### config.mk
export PLATFORM = sky130hd
export DESIGN_NAME = safety_input_process_image
export DESIGN_NICKNAME = d
export VERILOG_FILES = /design/src/hw/process_image_pkg.sv /design/src/hw/safety_input_process_image.sv
export SDC_FILE = /design/constraint.sdc
export NUM_CORES = 1
export LEC_CHECK = 0
export BUFFER_PORTS_ARGS = -buffer_cell sky130_fd_sc_hd__buf_2
export CAP_MARGIN = 20
export CORE_UTILIZATION = 57
export DETAILED_ROUTE_END_ITERATION = 8
export HOLD_SLACK_MARGIN = 0.15
export PLACE_DENSITY = 0.86
export SETUP_SLACK_MARGIN = 0.3
export SYNTH_ARGS = -nofsm -noshare
export SYNTH_HDL_FRONTEND = slang
export SYNTH_SLANG_ARGS = --single-unit
### constraint.sdc
create_clock -name clock -period 3.35 [get_ports clock]
set_input_delay 0.1675 -clock clock [delete_from_list [all_inputs] [get_ports clock]]
set_output_delay 0.1675 -clock clock [all_outputs]
set_load 0.02 [all_outputs]
### src/hw/process_image_pkg.sv
// Package with object map, field layout and carriers of the process image
package process_image_pkg;

  // Object indices and subindices
  localparam logic [15:0] IDX_SLAVE_FRAME = 16'h6000;
  localparam logic [15:0] IDX_SAFETY_INPUT = 16'h6001;
  localparam logic [15:0] IDX_STD_INPUT = 16'h6002;
  localparam logic [15:0] IDX_MASTER_FRAME = 16'h7000;
  localparam logic [15:0] IDX_SAFETY_OUTPUT = 16'h7001;
  localparam logic [15:0] IDX_STD_OUTPUT = 16'h7002;
  localparam logic [7:0] SUB_FIRST = 8'h01;
  localparam logic [7:0] SUB_SECOND = 8'h02;
  localparam logic [7:0] SUB_THIRD = 8'h03;

  // Field positions of the input value and status word
  localparam int VALUE_LSB = 0;
  localparam int VALUE_MSB = 7;
  localparam int CONN_BIT = 8;
  localparam int TERM_STATUS_BIT = 9;
  localparam int UNIT_NORMAL_BIT = 10;
  localparam int POWER_FAULT_BIT = 11;
  localparam int RSVD_LSB = 12;
  localparam int RSVD_MSB = 15;

  // Reset values and number of terminals
  localparam logic [15:0] WORD_RESET = 16'h0000;
  localparam logic [7:0] BYTE_RESET = 8'h00;
  localparam int TERMINALS = 8;

  typedef struct packed {
    logic [7:0] command;
    logic [15:0] connection_identifier;
    logic [15:0] check_word;
  } frame_type;

  localparam frame_type FRAME_RESET = '{command: 8'h00, connection_identifier: 16'h0000,
                                        check_word: 16'h0000};

  typedef struct packed {
    logic [TERMINALS-1:0] value;
    logic [TERMINALS-1:0] channel_status;
    logic safety_connection;
    logic terminal_status;
    logic unit_normal;
    logic power_fault;
  } unit_state_type;

  typedef enum {
    OBJ_SLAVE_CMD, OBJ_SLAVE_CONN, OBJ_SLAVE_CHECK, OBJ_SAFETY_IN, OBJ_STD_WORD,
    OBJ_STD_BYTE, OBJ_MASTER_CMD, OBJ_MASTER_CONN, OBJ_MASTER_CHECK, OBJ_SAFETY_OUT,
    OBJ_RSVD_WORD, OBJ_RSVD_BYTE, OBJ_NONE
  } object_type;

  // Maps an index and subindex onto one process image object
  function automatic object_type decode_object(input logic [15:0] index,
                                               input logic [7:0] sub);
    object_type obj;
    obj = OBJ_NONE;
    case (index)
      IDX_SLAVE_FRAME: begin
        if (sub == SUB_FIRST) obj = OBJ_SLAVE_CMD;
        else if (sub == SUB_SECOND) obj = OBJ_SLAVE_CONN;
        else if (sub == SUB_THIRD) obj = OBJ_SLAVE_CHECK;
      end
      IDX_SAFETY_INPUT: if (sub == SUB_FIRST) obj = OBJ_SAFETY_IN;
      IDX_STD_INPUT: begin
        if (sub == SUB_FIRST) obj = OBJ_STD_WORD;
        else if (sub == SUB_SECOND) obj = OBJ_STD_BYTE;
      end
      IDX_MASTER_FRAME: begin
        if (sub == SUB_FIRST) obj = OBJ_MASTER_CMD;
        else if (sub == SUB_SECOND) obj = OBJ_MASTER_CONN;
        else if (sub == SUB_THIRD) obj = OBJ_MASTER_CHECK;
      end
      IDX_SAFETY_OUTPUT: if (sub == SUB_FIRST) obj = OBJ_SAFETY_OUT;
      IDX_STD_OUTPUT: begin
        if (sub == SUB_FIRST) obj = OBJ_RSVD_WORD;
        else if (sub == SUB_SECOND) obj = OBJ_RSVD_BYTE;
      end
      default: obj = OBJ_NONE;
    endcase
    return obj;
  endfunction

endpackage

### src/hw/safety_input_process_image.sv
// Cyclic process image of the eight-channel safety input unit
`timescale 1ns/1ns
module safety_input_process_image (
  // Clock and reset
  input wire logic clock,
  input wire logic rst_n,
  // Unit pins, asynchronous
  input wire logic [process_image_pkg::TERMINALS-1:0] input_terminal,
  input wire logic [process_image_pkg::TERMINALS-1:0] terminal_channel_status,
  input wire logic safety_connection_ok,
  input wire logic terminal_status_ok,
  input wire logic unit_normal,
  input wire logic io_power_fault,
  // Safety protocol engine, same clock
  input wire logic slave_frame_load,
  input wire process_image_pkg::frame_type slave_frame_in,
  input wire logic [15:0] safety_input_in,
  // Cyclic allocation port
  input wire logic cycle_latch,
  input wire logic cyc_valid,
  input wire logic cyc_write,
  input wire logic [15:0] cyc_index,
  input wire logic [7:0] cyc_subindex,
  input wire logic [15:0] cyc_wdata,
  output logic cyc_ack,
  output logic cyc_error,
  output logic [15:0] cyc_rdata,
  // Message access port
  input wire logic msg_valid,
  input wire logic msg_write,
  input wire logic [15:0] msg_index,
  input wire logic [7:0] msg_subindex,
  output logic msg_abort,
  output logic msg_not_here,
  // Data received from the master
  output process_image_pkg::frame_type master_frame,
  output logic [15:0] safety_output_word
);
  import process_image_pkg::*;

  localparam int SYNC_W = 2 * TERMINALS + 4;

  logic [SYNC_W-1:0] sync_first_reg;
  logic [SYNC_W-1:0] sync_second_reg;
  unit_state_type unit_state;
  frame_type slave_frame_reg;
  logic [15:0] safety_input_reg;
  logic [15:0] input_word_reg;
  logic [7:0] channel_byte_reg;
  logic [15:0] input_word_next;
  frame_type master_frame_reg;
  logic [15:0] safety_output_reg;
  object_type cyc_obj;
  object_type msg_obj;
  logic cyc_is_ro;
  logic [15:0] cyc_rdata_next;
  logic msg_write_seen;

  // Two stages before any logic sees the pins
  always_ff @(posedge clock) begin
    if (!rst_n) begin
      sync_first_reg <= '0;
      sync_second_reg <= '0;
    end else begin
      sync_first_reg <= {input_terminal, terminal_channel_status, safety_connection_ok,
                         terminal_status_ok, unit_normal, io_power_fault};
      sync_second_reg <= sync_first_reg;
    end
  end

  assign unit_state = unit_state_type'(sync_second_reg);

  always_comb begin
    input_word_next = WORD_RESET;
    input_word_next[VALUE_MSB:VALUE_LSB] = unit_state.value;
    input_word_next[CONN_BIT] = unit_state.safety_connection;
    input_word_next[TERM_STATUS_BIT] = unit_state.terminal_status;
    input_word_next[UNIT_NORMAL_BIT] = unit_state.unit_normal;
    input_word_next[POWER_FAULT_BIT] = unit_state.power_fault;
    input_word_next[RSVD_MSB:RSVD_LSB] = 4'h0;
  end

  // Input image frozen at the cycle start so one exchange sees one snapshot
  always_ff @(posedge clock) begin
    if (!rst_n) begin
      input_word_reg <= WORD_RESET;
      channel_byte_reg <= BYTE_RESET;
    end else if (cycle_latch) begin
      input_word_reg <= input_word_next;
      channel_byte_reg <= unit_state.channel_status;
    end
  end

  always_ff @(posedge clock) begin
    if (!rst_n) begin
      slave_frame_reg <= FRAME_RESET;
      safety_input_reg <= WORD_RESET;
    end else if (slave_frame_load) begin
      slave_frame_reg <= slave_frame_in;
      safety_input_reg <= safety_input_in;
    end
  end

  assign cyc_obj = decode_object(cyc_index, cyc_subindex);
  assign msg_obj = decode_object(msg_index, msg_subindex);
  assign cyc_is_ro = (cyc_obj == OBJ_SLAVE_CMD) || (cyc_obj == OBJ_SLAVE_CONN) ||
                     (cyc_obj == OBJ_SLAVE_CHECK) || (cyc_obj == OBJ_SAFETY_IN) ||
                     (cyc_obj == OBJ_STD_WORD) || (cyc_obj == OBJ_STD_BYTE);

  // Only the cyclic port writes; message writes never reach here
  always_ff @(posedge clock) begin
    if (!rst_n) begin
      master_frame_reg <= FRAME_RESET;
      safety_output_reg <= WORD_RESET;
    end else if (cyc_valid && cyc_write) begin
      case (cyc_obj)
        OBJ_MASTER_CMD: master_frame_reg.command <= cyc_wdata[7:0];
        OBJ_MASTER_CONN: master_frame_reg.connection_identifier <= cyc_wdata;
        OBJ_MASTER_CHECK: master_frame_reg.check_word <= cyc_wdata;
        OBJ_SAFETY_OUT: safety_output_reg <= cyc_wdata;
        default: begin
        end
      endcase
    end
  end

  always_comb begin
    cyc_rdata_next = WORD_RESET;
    case (cyc_obj)
      OBJ_SLAVE_CMD: cyc_rdata_next = {8'h00, slave_frame_reg.command};
      OBJ_SLAVE_CONN: cyc_rdata_next = slave_frame_reg.connection_identifier;
      OBJ_SLAVE_CHECK: cyc_rdata_next = slave_frame_reg.check_word;
      OBJ_SAFETY_IN: cyc_rdata_next = safety_input_reg;
      OBJ_STD_WORD: cyc_rdata_next = input_word_reg;
      OBJ_STD_BYTE: cyc_rdata_next = {8'h00, channel_byte_reg};
      OBJ_MASTER_CMD: cyc_rdata_next = {8'h00, master_frame_reg.command};
      OBJ_MASTER_CONN: cyc_rdata_next = master_frame_reg.connection_identifier;
      OBJ_MASTER_CHECK: cyc_rdata_next = master_frame_reg.check_word;
      OBJ_SAFETY_OUT: cyc_rdata_next = safety_output_reg;
      OBJ_RSVD_WORD: cyc_rdata_next = WORD_RESET;
      OBJ_RSVD_BYTE: cyc_rdata_next = WORD_RESET;
      default: cyc_rdata_next = WORD_RESET;
    endcase
  end

  // Answer one cycle after the request; writes to read-only objects and any request to unknown objects fail
  always_ff @(posedge clock) begin
    if (!rst_n) begin
      cyc_ack <= 1'b0;
      cyc_error <= 1'b0;
      cyc_rdata <= WORD_RESET;
    end else begin
      cyc_ack <= cyc_valid;
      cyc_error <= cyc_valid && ((cyc_obj == OBJ_NONE) || (cyc_write && cyc_is_ro));
      cyc_rdata <= (cyc_valid && !cyc_write) ? cyc_rdata_next : WORD_RESET;
    end
  end

  // Message side sees nothing of the image, only a refusal
  always_ff @(posedge clock) begin
    if (!rst_n) begin
      msg_abort <= 1'b0;
      msg_not_here <= 1'b0;
    end else begin
      msg_abort <= msg_valid && (msg_obj != OBJ_NONE);
      msg_not_here <= msg_valid && (msg_obj == OBJ_NONE);
    end
  end

  assign master_frame = master_frame_reg;
  assign safety_output_word = safety_output_reg;

  // Helper for checks: a message write with no cyclic request alongside
  assign msg_write_seen = msg_valid && msg_write && !cyc_valid;
endmodule

# ---- Word-level counts from Yosys, hierarchy flattened
# Cells that the tools add are included.
dict set report word_totals {
  mem_count 0
  wordCells 99
  inputBits 148
  latchBits 0
  ram_bits 0
  mem_bits_ro 0
  ff_bits 192
}
dict set report classes {
  div 0
  magnitude_cmp 0
  n_reduce_logical 20
  n_addsub 0
  eq_ne 35
  shifts 0
  n_bitwise 0
  mul 0
  muxes 27
}
# operator n
set ops {}
lappend ops {{$pmux W32 S6} 2}
lappend ops {{$eq A16 B15 Y1 const B} 12}
lappend ops {{$eq A32 B3 Y1 const B} 6}
lappend ops {{$pmux W16 S10} 1}
lappend ops {{$eq A32 B4 Y1 const B} 4}
lappend ops {{$eq A32 B2 Y1 const B} 3}
lappend ops {{$eq A32 B5 Y1 const B} 2}
lappend ops {{$logic_not A32 Y1} 2}
lappend ops {{$mux W4} 16}
lappend ops {{$eq A32 B1 Y1 const B} 1}
lappend ops {{$eq A8 B2 Y1 const B} 4}
lappend ops {{$ne A32 B5 Y1 const B} 1}
lappend ops {{$mux W3} 8}
lappend ops {{$eq A8 B1 Y1 const B} 2}
lappend ops {{$reduce_and A2 Y1} 5}
lappend ops {{$logic_and A1 B1 Y1} 6}
lappend ops {{$logic_or A1 B1 Y1} 6}
lappend ops {{$logic_not A1 Y1} 1}

# ---- Logic depth before layout (Yosys ltp)
# Gate-level depths: netlist of run 1.
dict set report logic_depth {
  word_depth 14
  mapped_depth 10
  depth_no_buf 6
}

# ---- Least setup slack after synthesis of run 1
# No wires, ideal clock.
dict set report synth_timing {
  path_type {input -> register}
  start {input cyc_index[10]}
  end {register master_frame_reg (netlist bit master_frame[10])}
  path_slack_ps 1003
  arrival_ps 2227
  n_path_buf 3
  setup_time_ps 119
  path_stages 9
  required_time_ps 3231
  cell_sequence {nor3b_1 -> nand4_4 -> or3_1 -> buf_2 -> or4_1 -> buf_2 -> buf_6 -> o21ai_1 -> a21boi_1}
}
dict set report synth_via {
  elab_chain_cells 4
  word_cells_on_any_way 9
  cone_classes {eq/ne: 7; mux: 1; reduce/logical: 1}
}
# item line
set synth_rtl {}
lappend synth_rtl {{start: declaration} safety_input_process_image.sv:22} ;# input wire logic [15:0] cyc_index,
lappend synth_rtl {{$eq A16 B15 Y1} process_image_pkg.sv:59} ;# case (index)
lappend synth_rtl {{$pmux W32 S6 *} process_image_pkg.sv:59}
lappend synth_rtl {{$eq A32 B4 Y1 *} safety_input_process_image.sv:116} ;# case (cyc_obj)
lappend synth_rtl {{$reduce_and A2 Y1 (no source line) *} --}
lappend synth_rtl {{end: declaration} safety_input_process_image.sv:51} ;# frame_type master_frame_reg;
# Mark *: on every way between the ends. The rest lies on a longest branch, timed or not.
# A chain may end at the register's enable or synchronous reset.

# ---- Worst setup path after layout of run 1
dict set report layout_timing {
  start {input cyc_index[12]}
  end {register master_frame_reg (netlist bit master_frame[28])}
}
dict set report layout_via {
  elab_chain_cells 4
  word_cells_on_any_way 9
  cone_classes {eq/ne: 7; mux: 1; reduce/logical: 1}
}
# item line
set layout_rtl {}
lappend layout_rtl {{$eq A16 B15 Y1} process_image_pkg.sv:59}
lappend layout_rtl {{$pmux W32 S6 *} process_image_pkg.sv:59}
lappend layout_rtl {{$eq A32 B3 Y1 *} safety_input_process_image.sv:116}
lappend layout_rtl {{$reduce_and A2 Y1 (no source line) *} --}
# Marks and branches as above.

==> results of run 1 <==
final timing paths:
check / endpoint / slack [ns] / from / depth (start not counted)
worst max-delay path: master_frame[28]$_SDFFE_PN0P_ / 0.77 / cyc_index[12] / 9
worst min register to register: sync_second_reg[18]$_SDFF_PN0_ / 0.43 / sync_first_reg[18]$_SDFF_PN0_ / 1
worst max register to register: cyc_rdata[3]$_SDFF_PN0_ / 1.62 / safety_output_word[3]$_SDFFE_PN0P_ / 4
worst min-delay path: input_word_reg[11]$_SDFFE_PN0P_ / 0.21 / rst_n / 2
per-stage QoR:
step           hold WS, ns  total power (W)  setup slack [ns]
2_1_floorplan       0.2902         0.002643             1.003
4_1_cts             0.1868         0.004796            0.9483
3_3_place_gp        0.3749         0.002785            0.5511
3_5_place_dp        0.3763         0.002796            0.4990
6_report            0.2090         0.004833            0.7699
5_1_grt             0.2201         0.004982            0.6348
power groups by stage:
stage	Clock, W	Combinational, W	Sequential, W
CTS	0.00196	0.000452	0.00238
floorplan	0	0.000217	0.00243
global placement	0	0.000353	0.00243
finish	0.00198	0.000467	0.00239
detailed placement	0	0.000361	0.00243
global route	0.00209	0.000500	0.00239
final cells by class:
class	instances	area (µm²)
sequential	192	3844
multi-input combinational	585	4182
inverter	2	7.507
timing repair buffer	337	2238
clock inverter	12	121.4
fill	871	2982
clock buffer	19	442.9
tap	180	225.2
synthesized netlist by cell type, types with 2 or more instances:
cell | n | area share, %
sky130_fd_sc_hd__a22oi_1 | 8 | 0.72
sky130_fd_sc_hd__clkbuf_1 | 52 | 2.4
sky130_fd_sc_hd__dfxtp_1 | 192 | 46
sky130_fd_sc_hd__o21ai_0 | 9 | 0.54
sky130_fd_sc_hd__nor2_1 | 10 | 0.45
sky130_fd_sc_hd__nor4b_1 | 2 | 0.21
sky130_fd_sc_hd__a31oi_1 | 5 | 0.38
sky130_fd_sc_hd__nor4_4 | 2 | 0.51
sky130_fd_sc_hd__nand3b_1 | 2 | 0.18
sky130_fd_sc_hd__inv_1 | 2 | 0.091
sky130_fd_sc_hd__a21oi_1 | 15 | 0.91
sky130_fd_sc_hd__a21boi_1 | 11 | 1.0
sky130_fd_sc_hd__a32oi_1 | 8 | 0.85
sky130_fd_sc_hd__and2_1 | 52 | 3.9
sky130_fd_sc_hd__nand4_1 | 6 | 0.45
sky130_fd_sc_hd__o21a_1 | 3 | 0.27
sky130_fd_sc_hd__nor4b_4 | 2 | 0.57
sky130_fd_sc_hd__o211ai_1 | 9 | 0.81
sky130_fd_sc_hd__buf_2 | 8 | 0.48
sky130_fd_sc_hd__and3_1 | 15 | 1.1
sky130_fd_sc_hd__or2_2 | 2 | 0.15
sky130_fd_sc_hd__mux2i_1 | 100 | 12
sky130_fd_sc_hd__o21ai_1 | 11 | 0.66
sky130_fd_sc_hd__nor3b_1 | 3 | 0.27
sky130_fd_sc_hd__mux2_2 | 16 | 2.2
sky130_fd_sc_hd__nor2b_1 | 104 | 7.8
sky130_fd_sc_hd__o32ai_1 | 7 | 0.74
sky130_fd_sc_hd__nand2_1 | 46 | 2.1
sky130_fd_sc_hd__buf_1 | 3 | 0.14
sky130_fd_sc_hd__a222oi_1 | 8 | 0.97
sky130_fd_sc_hd__o41a_1 | 8 | 1.1
sky130_fd_sc_hd__nor4_2 | 2 | 0.30
sky130_fd_sc_hd__or3_1 | 3 | 0.23
sky130_fd_sc_hd__nand3_1 | 66 | 4.0
sky130_fd_sc_hd__nor4_1 | 3 | 0.23
sky130_fd_sc_hd__a21boi_0 | 22 | 2.0
sky130_fd_sc_hd__a211oi_2 | 2 | 0.30
sky130_fd_sc_hd__nor3_1 | 4 | 0.24
sky130_fd_sc_hd__nor3_2 | 2 | 0.24
sky130_fd_sc_hd__o31ai_1 | 2 | 0.18
kinds of logic after synthesis:
logic type / synth area share, %
AOI/OAI and AO/OA: 12.13
muxes: 14.25
and+or+nand+nor: 23.95
buffers and inverters: 3.200
xor gates and xnor gates: 0.1057
DFF: 46.36
layer usage:
layer	up-vias	track usage (%)	share of wire, %
li1	3585	-	-
met1	3611	40.74	39
met2	422	60.18	49
met3	77	7.574	8.3
met4	0	15.78	3.4
met5	-	0	0
==> metrics.yaml, run 1 <==
timing.hold.worst.class: "in2reg"
powerDensity_nw_per_um2: 436.9
grt_pass1_wl_um: 39130
worstSetupStartpointType: "input pin"
gp_routability_congestion: 0.9633
timing.final.crit_share_pct: 77.02
clock_sinks: 192
antenna_found_initial: 0
cts.htree.levels: 4
cp_top_family: "simple AND/OR/NAND/NOR gates"
setup-violations-final: 0
synth_seq_area_share_pct: 46.36
worst_slew_margin_rel_pct: 39.79
drt.antenna.violating_nets: 0
worst-path-buf-inv: 3
final_core_utilization_pct: 78.77
placedInstanceArea_um2: 9522
finClkSkew_ns: 0.01187
via_per_inst: 5.799
maxCapViolations: 0
via_count: 7695
max_freq_mhz: 387.6
clk_latency_ns: 0.44
drc: 0
worst_path_max_delay_cell: "sky130_fd_sc_hd__and3_1"
grt_start_max_net_pins: 115
cts-buffers-inserted: 17
routed_wire_length_per_instance_um: 19.40
quantity_of_i_o_buffers_inserted_on_ports: 221
core_area_um2: 14040
timing_max_transition_violations_final: 0
totalNegativeSetupSlack_ns: 0
leakage_nw: 4.677
hold_buffers: 96
tightestPinTransition_ns: 0.9032
via_count_of_the_first_global_routing_pass: 7488
clock_tree_from_tritoncts: "yes"
area_delta_synth_final_pct: 33.41
grt.overflow.total: 0
critical_path_class: "in2reg"
path_cells: "buf_2 -> nor2_1 -> nor2_1 -> a21boi_0 -> buf_4 -> and3_1 -> buf_4 -> nand3_1 -> a21boi_0"
die_width_um: 122.6
synth_async_sr_flop_share_pct: 0
die_area_um2: 15030
initial_utilization_pct: 59.04
mostFrequentLayoutCells: "sky130_fd_sc_hd__buf_2, sky130_fd_sc_hd__dfxtp_1, sky130_fd_sc_hd__nor2b_1"
initialDrtViolationCount: 688
final_hold_viol_count: 0
postLayoutCellArea_um2: 11060
antenna-diode-count: 0
seq_power_share_pct: 49.4
internal_power_w: 0.003661
layout-drive-gt1-share_pct: 26.24
cts_repair_resize_count: 0
status: "complete, no violations"
max-vdd-ir-drop_uv: 448.9
io-pin-count: 224
number_of_distinct_library_cells_after_synthesis: 56
routed_wl_um: 25740
cts.root.buffer_cell: "sky130_fd_sc_hd__clkbuf_16"
finalNetCount: 1283
synth_seq_cells: 192
track_usage_pct: 34.69
post_synth_inst_count: 843
layout_commonest_cell: "sky130_fd_sc_hd__buf_2"
drt-pass1-iter-count: 6
sw_frac_of_total_pct: 24.25
post-cts-setup-buffer-count: 0
finalWorstPathRequiredPeriod_ns: 2.580
synth_flop_cell: "sky130_fd_sc_hd__dfxtp_1"
syn-cell-area_um2: 8290
power_switching_w: 0.001172
fp.dieH_um: 122.6
critical-path-max-stage-delay_ns: 0.56
crit_path_max_fanout: 29
crit_arrival_ns: 2.90
floorplan.rows: 43
syn_avg_cell_area_um2: 9.834
final-instance-count-excl-fill: 1327
placedCellCount: 1199
power_frac_comb_pct: 9.7
synth_nets: 991
clock_network_power_share_pct: 41.0
synthesis.yosys.warnings: 0
cts-root-to-sink-buffers: 2
timing.critical_path.required_ns: 3.67
setup.worst_path.end_class: "register"
clkSlewWorstSetupHoldPaths_ns: 0.07
detailed_place_hpwl_um: 16030
synth_edf_count: 0
setup_repair_after_global_routing_missed_its_margin: "false"
No activity file was read; power rests on OpenSTA's default activity.
==> run 2, diff against run 1 <==
CORE_UTILIZATION = 48   (was 57)
PLACE_DENSITY = 0.77   (was 0.86)
clock period = 2.3 ns   (was 3.35 ns; I/O delays follow)
==> run 2 against run 1 <==
Sequential cell count unchanged. Total power increased by 49%. Register-to-register slack got worse by 1.0 ns. Worst setup slack got worse by 0.37 ns. Non-clock buffer count increased by 27. Sequential power increased by 46%. Clock power increased by 52%. Critical path type unchanged. Largest cell class unchanged.
==> metrics.yaml, run 2 (synthesized netlist as in run 1, its figures left out) <==
setup.worst_path.end_class: "register"
antenna_found_initial: 1
max-vdd-ir-drop_uv: 554.7
timing.hold.worst.class: "in2reg"
crit_arrival_ns: 2.28
via_count: 7597
sw_frac_of_total_pct: 23.49
area_delta_synth_final_pct: 38.09
die_width_um: 133.4
timing_max_transition_violations_final: 0
timing.critical_path.required_ns: 2.68
detailed_place_hpwl_um: 17070
clock_sinks: 192
multiInputGateArea_um2: 4209
floorplan.rows: 47
via_per_inst: 5.442
fillerInstances: 1260
clk_latency_ns: 0.43
tightestPinTransition_ns: 0.7510
drt-pass1-iter-count: 5
grt_start_max_net_pins: 175
initial_utilization_pct: 49.64
internal_power_w: 0.005494
clock_network_power_share_pct: 41.8
ff_latch_area_um2: 3844
critical_path_class: "in2reg"
quantity_of_i_o_buffers_inserted_on_ports: 221
routed_wl_um: 25240
finClkSkew_ns: 0.008522
cts.root.buffer_cell: "sky130_fd_sc_hd__clkbuf_16"
final_core_utilization_pct: 68.55
maxCapViolations: 0
setup_repair_after_global_routing_missed_its_margin: "false"
worstSetupStartpointType: "input pin"
finalNetCount: 1310
seq_power_share_pct: 48.4
clkSlewWorstSetupHoldPaths_ns: 0.07
die_area_um2: 17800
fp.dieH_um: 133.4
clock_tree_from_tritoncts: "yes"
track_usage_pct: 28.57
cts.htree.levels: 4
drc: 0
setup-violations-final: 0
initialDrtViolationCount: 772
cts-buffers-inserted: 17
worst_slew_margin_rel_pct: 48.64
post-cts-setup-buffer-count: 0
max_freq_mhz: 525.0
drt.antenna.violating_nets: 0
via_count_of_the_first_global_routing_pass: 7295
routed_wire_length_per_instance_um: 18.08
leakage_nw: 4.847
gp_routability_congestion: 0.8791
core_area_um2: 16700
grt_pass1_wl_um: 39160
timing.hold.ws_ns: 0.2444
power_frac_comb_pct: 9.7
status: "complete, no violations"
mostFrequentLayoutCells: "sky130_fd_sc_hd__buf_2, sky130_fd_sc_hd__dfxtp_1, sky130_fd_sc_hd__nor2b_1"
finalWorstPathRequiredPeriod_ns: 1.905
io-pin-count: 224
powerDensity_nw_per_um2: 627.2
cts-root-to-sink-buffers: 2
layout_commonest_cell: "sky130_fd_sc_hd__buf_2"
power_switching_w: 0.001687
layout-drive-gt1-share_pct: 28.09
grt.overflow.total: 0
final_hold_viol_count: 0
crit_path_max_fanout: 2
timing.final.crit_share_pct: 82.81
==> run 2: cell count changes in the layout (fill, tap and decap cells not counted), moves of 2 or more <==
| cell | previous run | this run |
|---|---|---|
| sky130_fd_sc_hd__clkinv_4 | 0 | 2 |
| sky130_fd_sc_hd__dlygate4sd3_1 | 96 | 99 |
| sky130_fd_sc_hd__buf_4 | 19 | 39 |
| sky130_fd_sc_hd__inv_6 | 6 | 4 |
| sky130_fd_sc_hd__buf_12 | 1 | 6 |
==> run 2: area by class of cell <==
type / count / share of cell area (%)
Antenna cell: 1 / 0.02186
Clock buffer: 20 / 3.989
Clock inverter: 12 / 1.301
Inverter: 2 / 0.06557
Multi-Input combinational cell: 585 / 36.76
Sequential cell: 192 / 33.57
Tap cell: 220 / 2.404
Timing Repair Buffer: 364 / 21.88
==> run 2: power by group through the flow <==
| stage | sequential, W | clock [W] | combinational [W] |
|---|---|---|---|
| finish | 0.00348 | 0.00300 | 0.000698 |
| global route | 0.00348 | 0.00318 | 0.000753 |
| CTS | 0.00348 | 0.00304 | 0.000682 |
| detailed placement | 0.00355 | 0 | 0.000550 |
| global placement | 0.00355 | 0 | 0.000541 |
| floorplan | 0.00353 | 0 | 0.000317 |
==> run 2: layer usage <==
layer,vias up,routed length [µm],global-route usage [%]
met3,42,1645,4.566
met1,3579,11120,37.63
met5,-,0,0
li1,3635,-,-
met2,341,11900,47.08
met4,0,575,10.73
==> run 2: final timing paths <==
kind / from / endpoint / slack, ns / cells past startpoint
max: msg_subindex[1] / msg_abort$_SDFF_PN0_ / 0.40 / 5
min reg2reg: sync_first_reg[11]$_SDFF_PN0_ / sync_second_reg[11]$_SDFF_PN0_ / 0.43 / 1
max reg2reg: safety_output_word[0]$_SDFFE_PN0P_ / cyc_rdata[0]$_SDFF_PN0_ / 0.60 / 4
min: cyc_valid / cyc_rdata[15]$_SDFF_PN0_ / 0.24 / 5
==> run 2: worst max-delay path: stages <==
cell and delay, ns:
sky130_fd_sc_hd__dlygate4sd3_1 0.54, sky130_fd_sc_hd__buf_2 0.13, sky130_fd_sc_hd__a2111oi_0 0.66, sky130_fd_sc_hd__dlygate4sd3_1 0.67, sky130_fd_sc_hd__and3_1 0.16
==> run 2: metrics by stage <==
stage / setup slack (ns) / setup TNS [ns] / instances / total power [W] / area [µm²]
2_1_floorplan: 0.1069 / 0 / 843 / 0.003850 / 8314
3_3_place_gp: -0.1162 / -0.4390 / 1264 / 0.004088 / 9831
3_5_place_dp: -0.1511 / -0.5542 / 1264 / 0.004102 / 9831
4_1_cts: 0.4320 / 0 / 1395 / 0.007194 / 11430
5_1_grt: 0.2742 / 0 / 1396 / 0.007414 / 11450
6_report: 0.3953 / 0 / 1396 / 0.007181 / 11450
==> run 2: what timing repair did <==
action,in CTS,in global routing
hold buffers,99,0
setup endpoints to repair,1,5
hold endpoints to repair,136,0
gates resized for setup,1,2
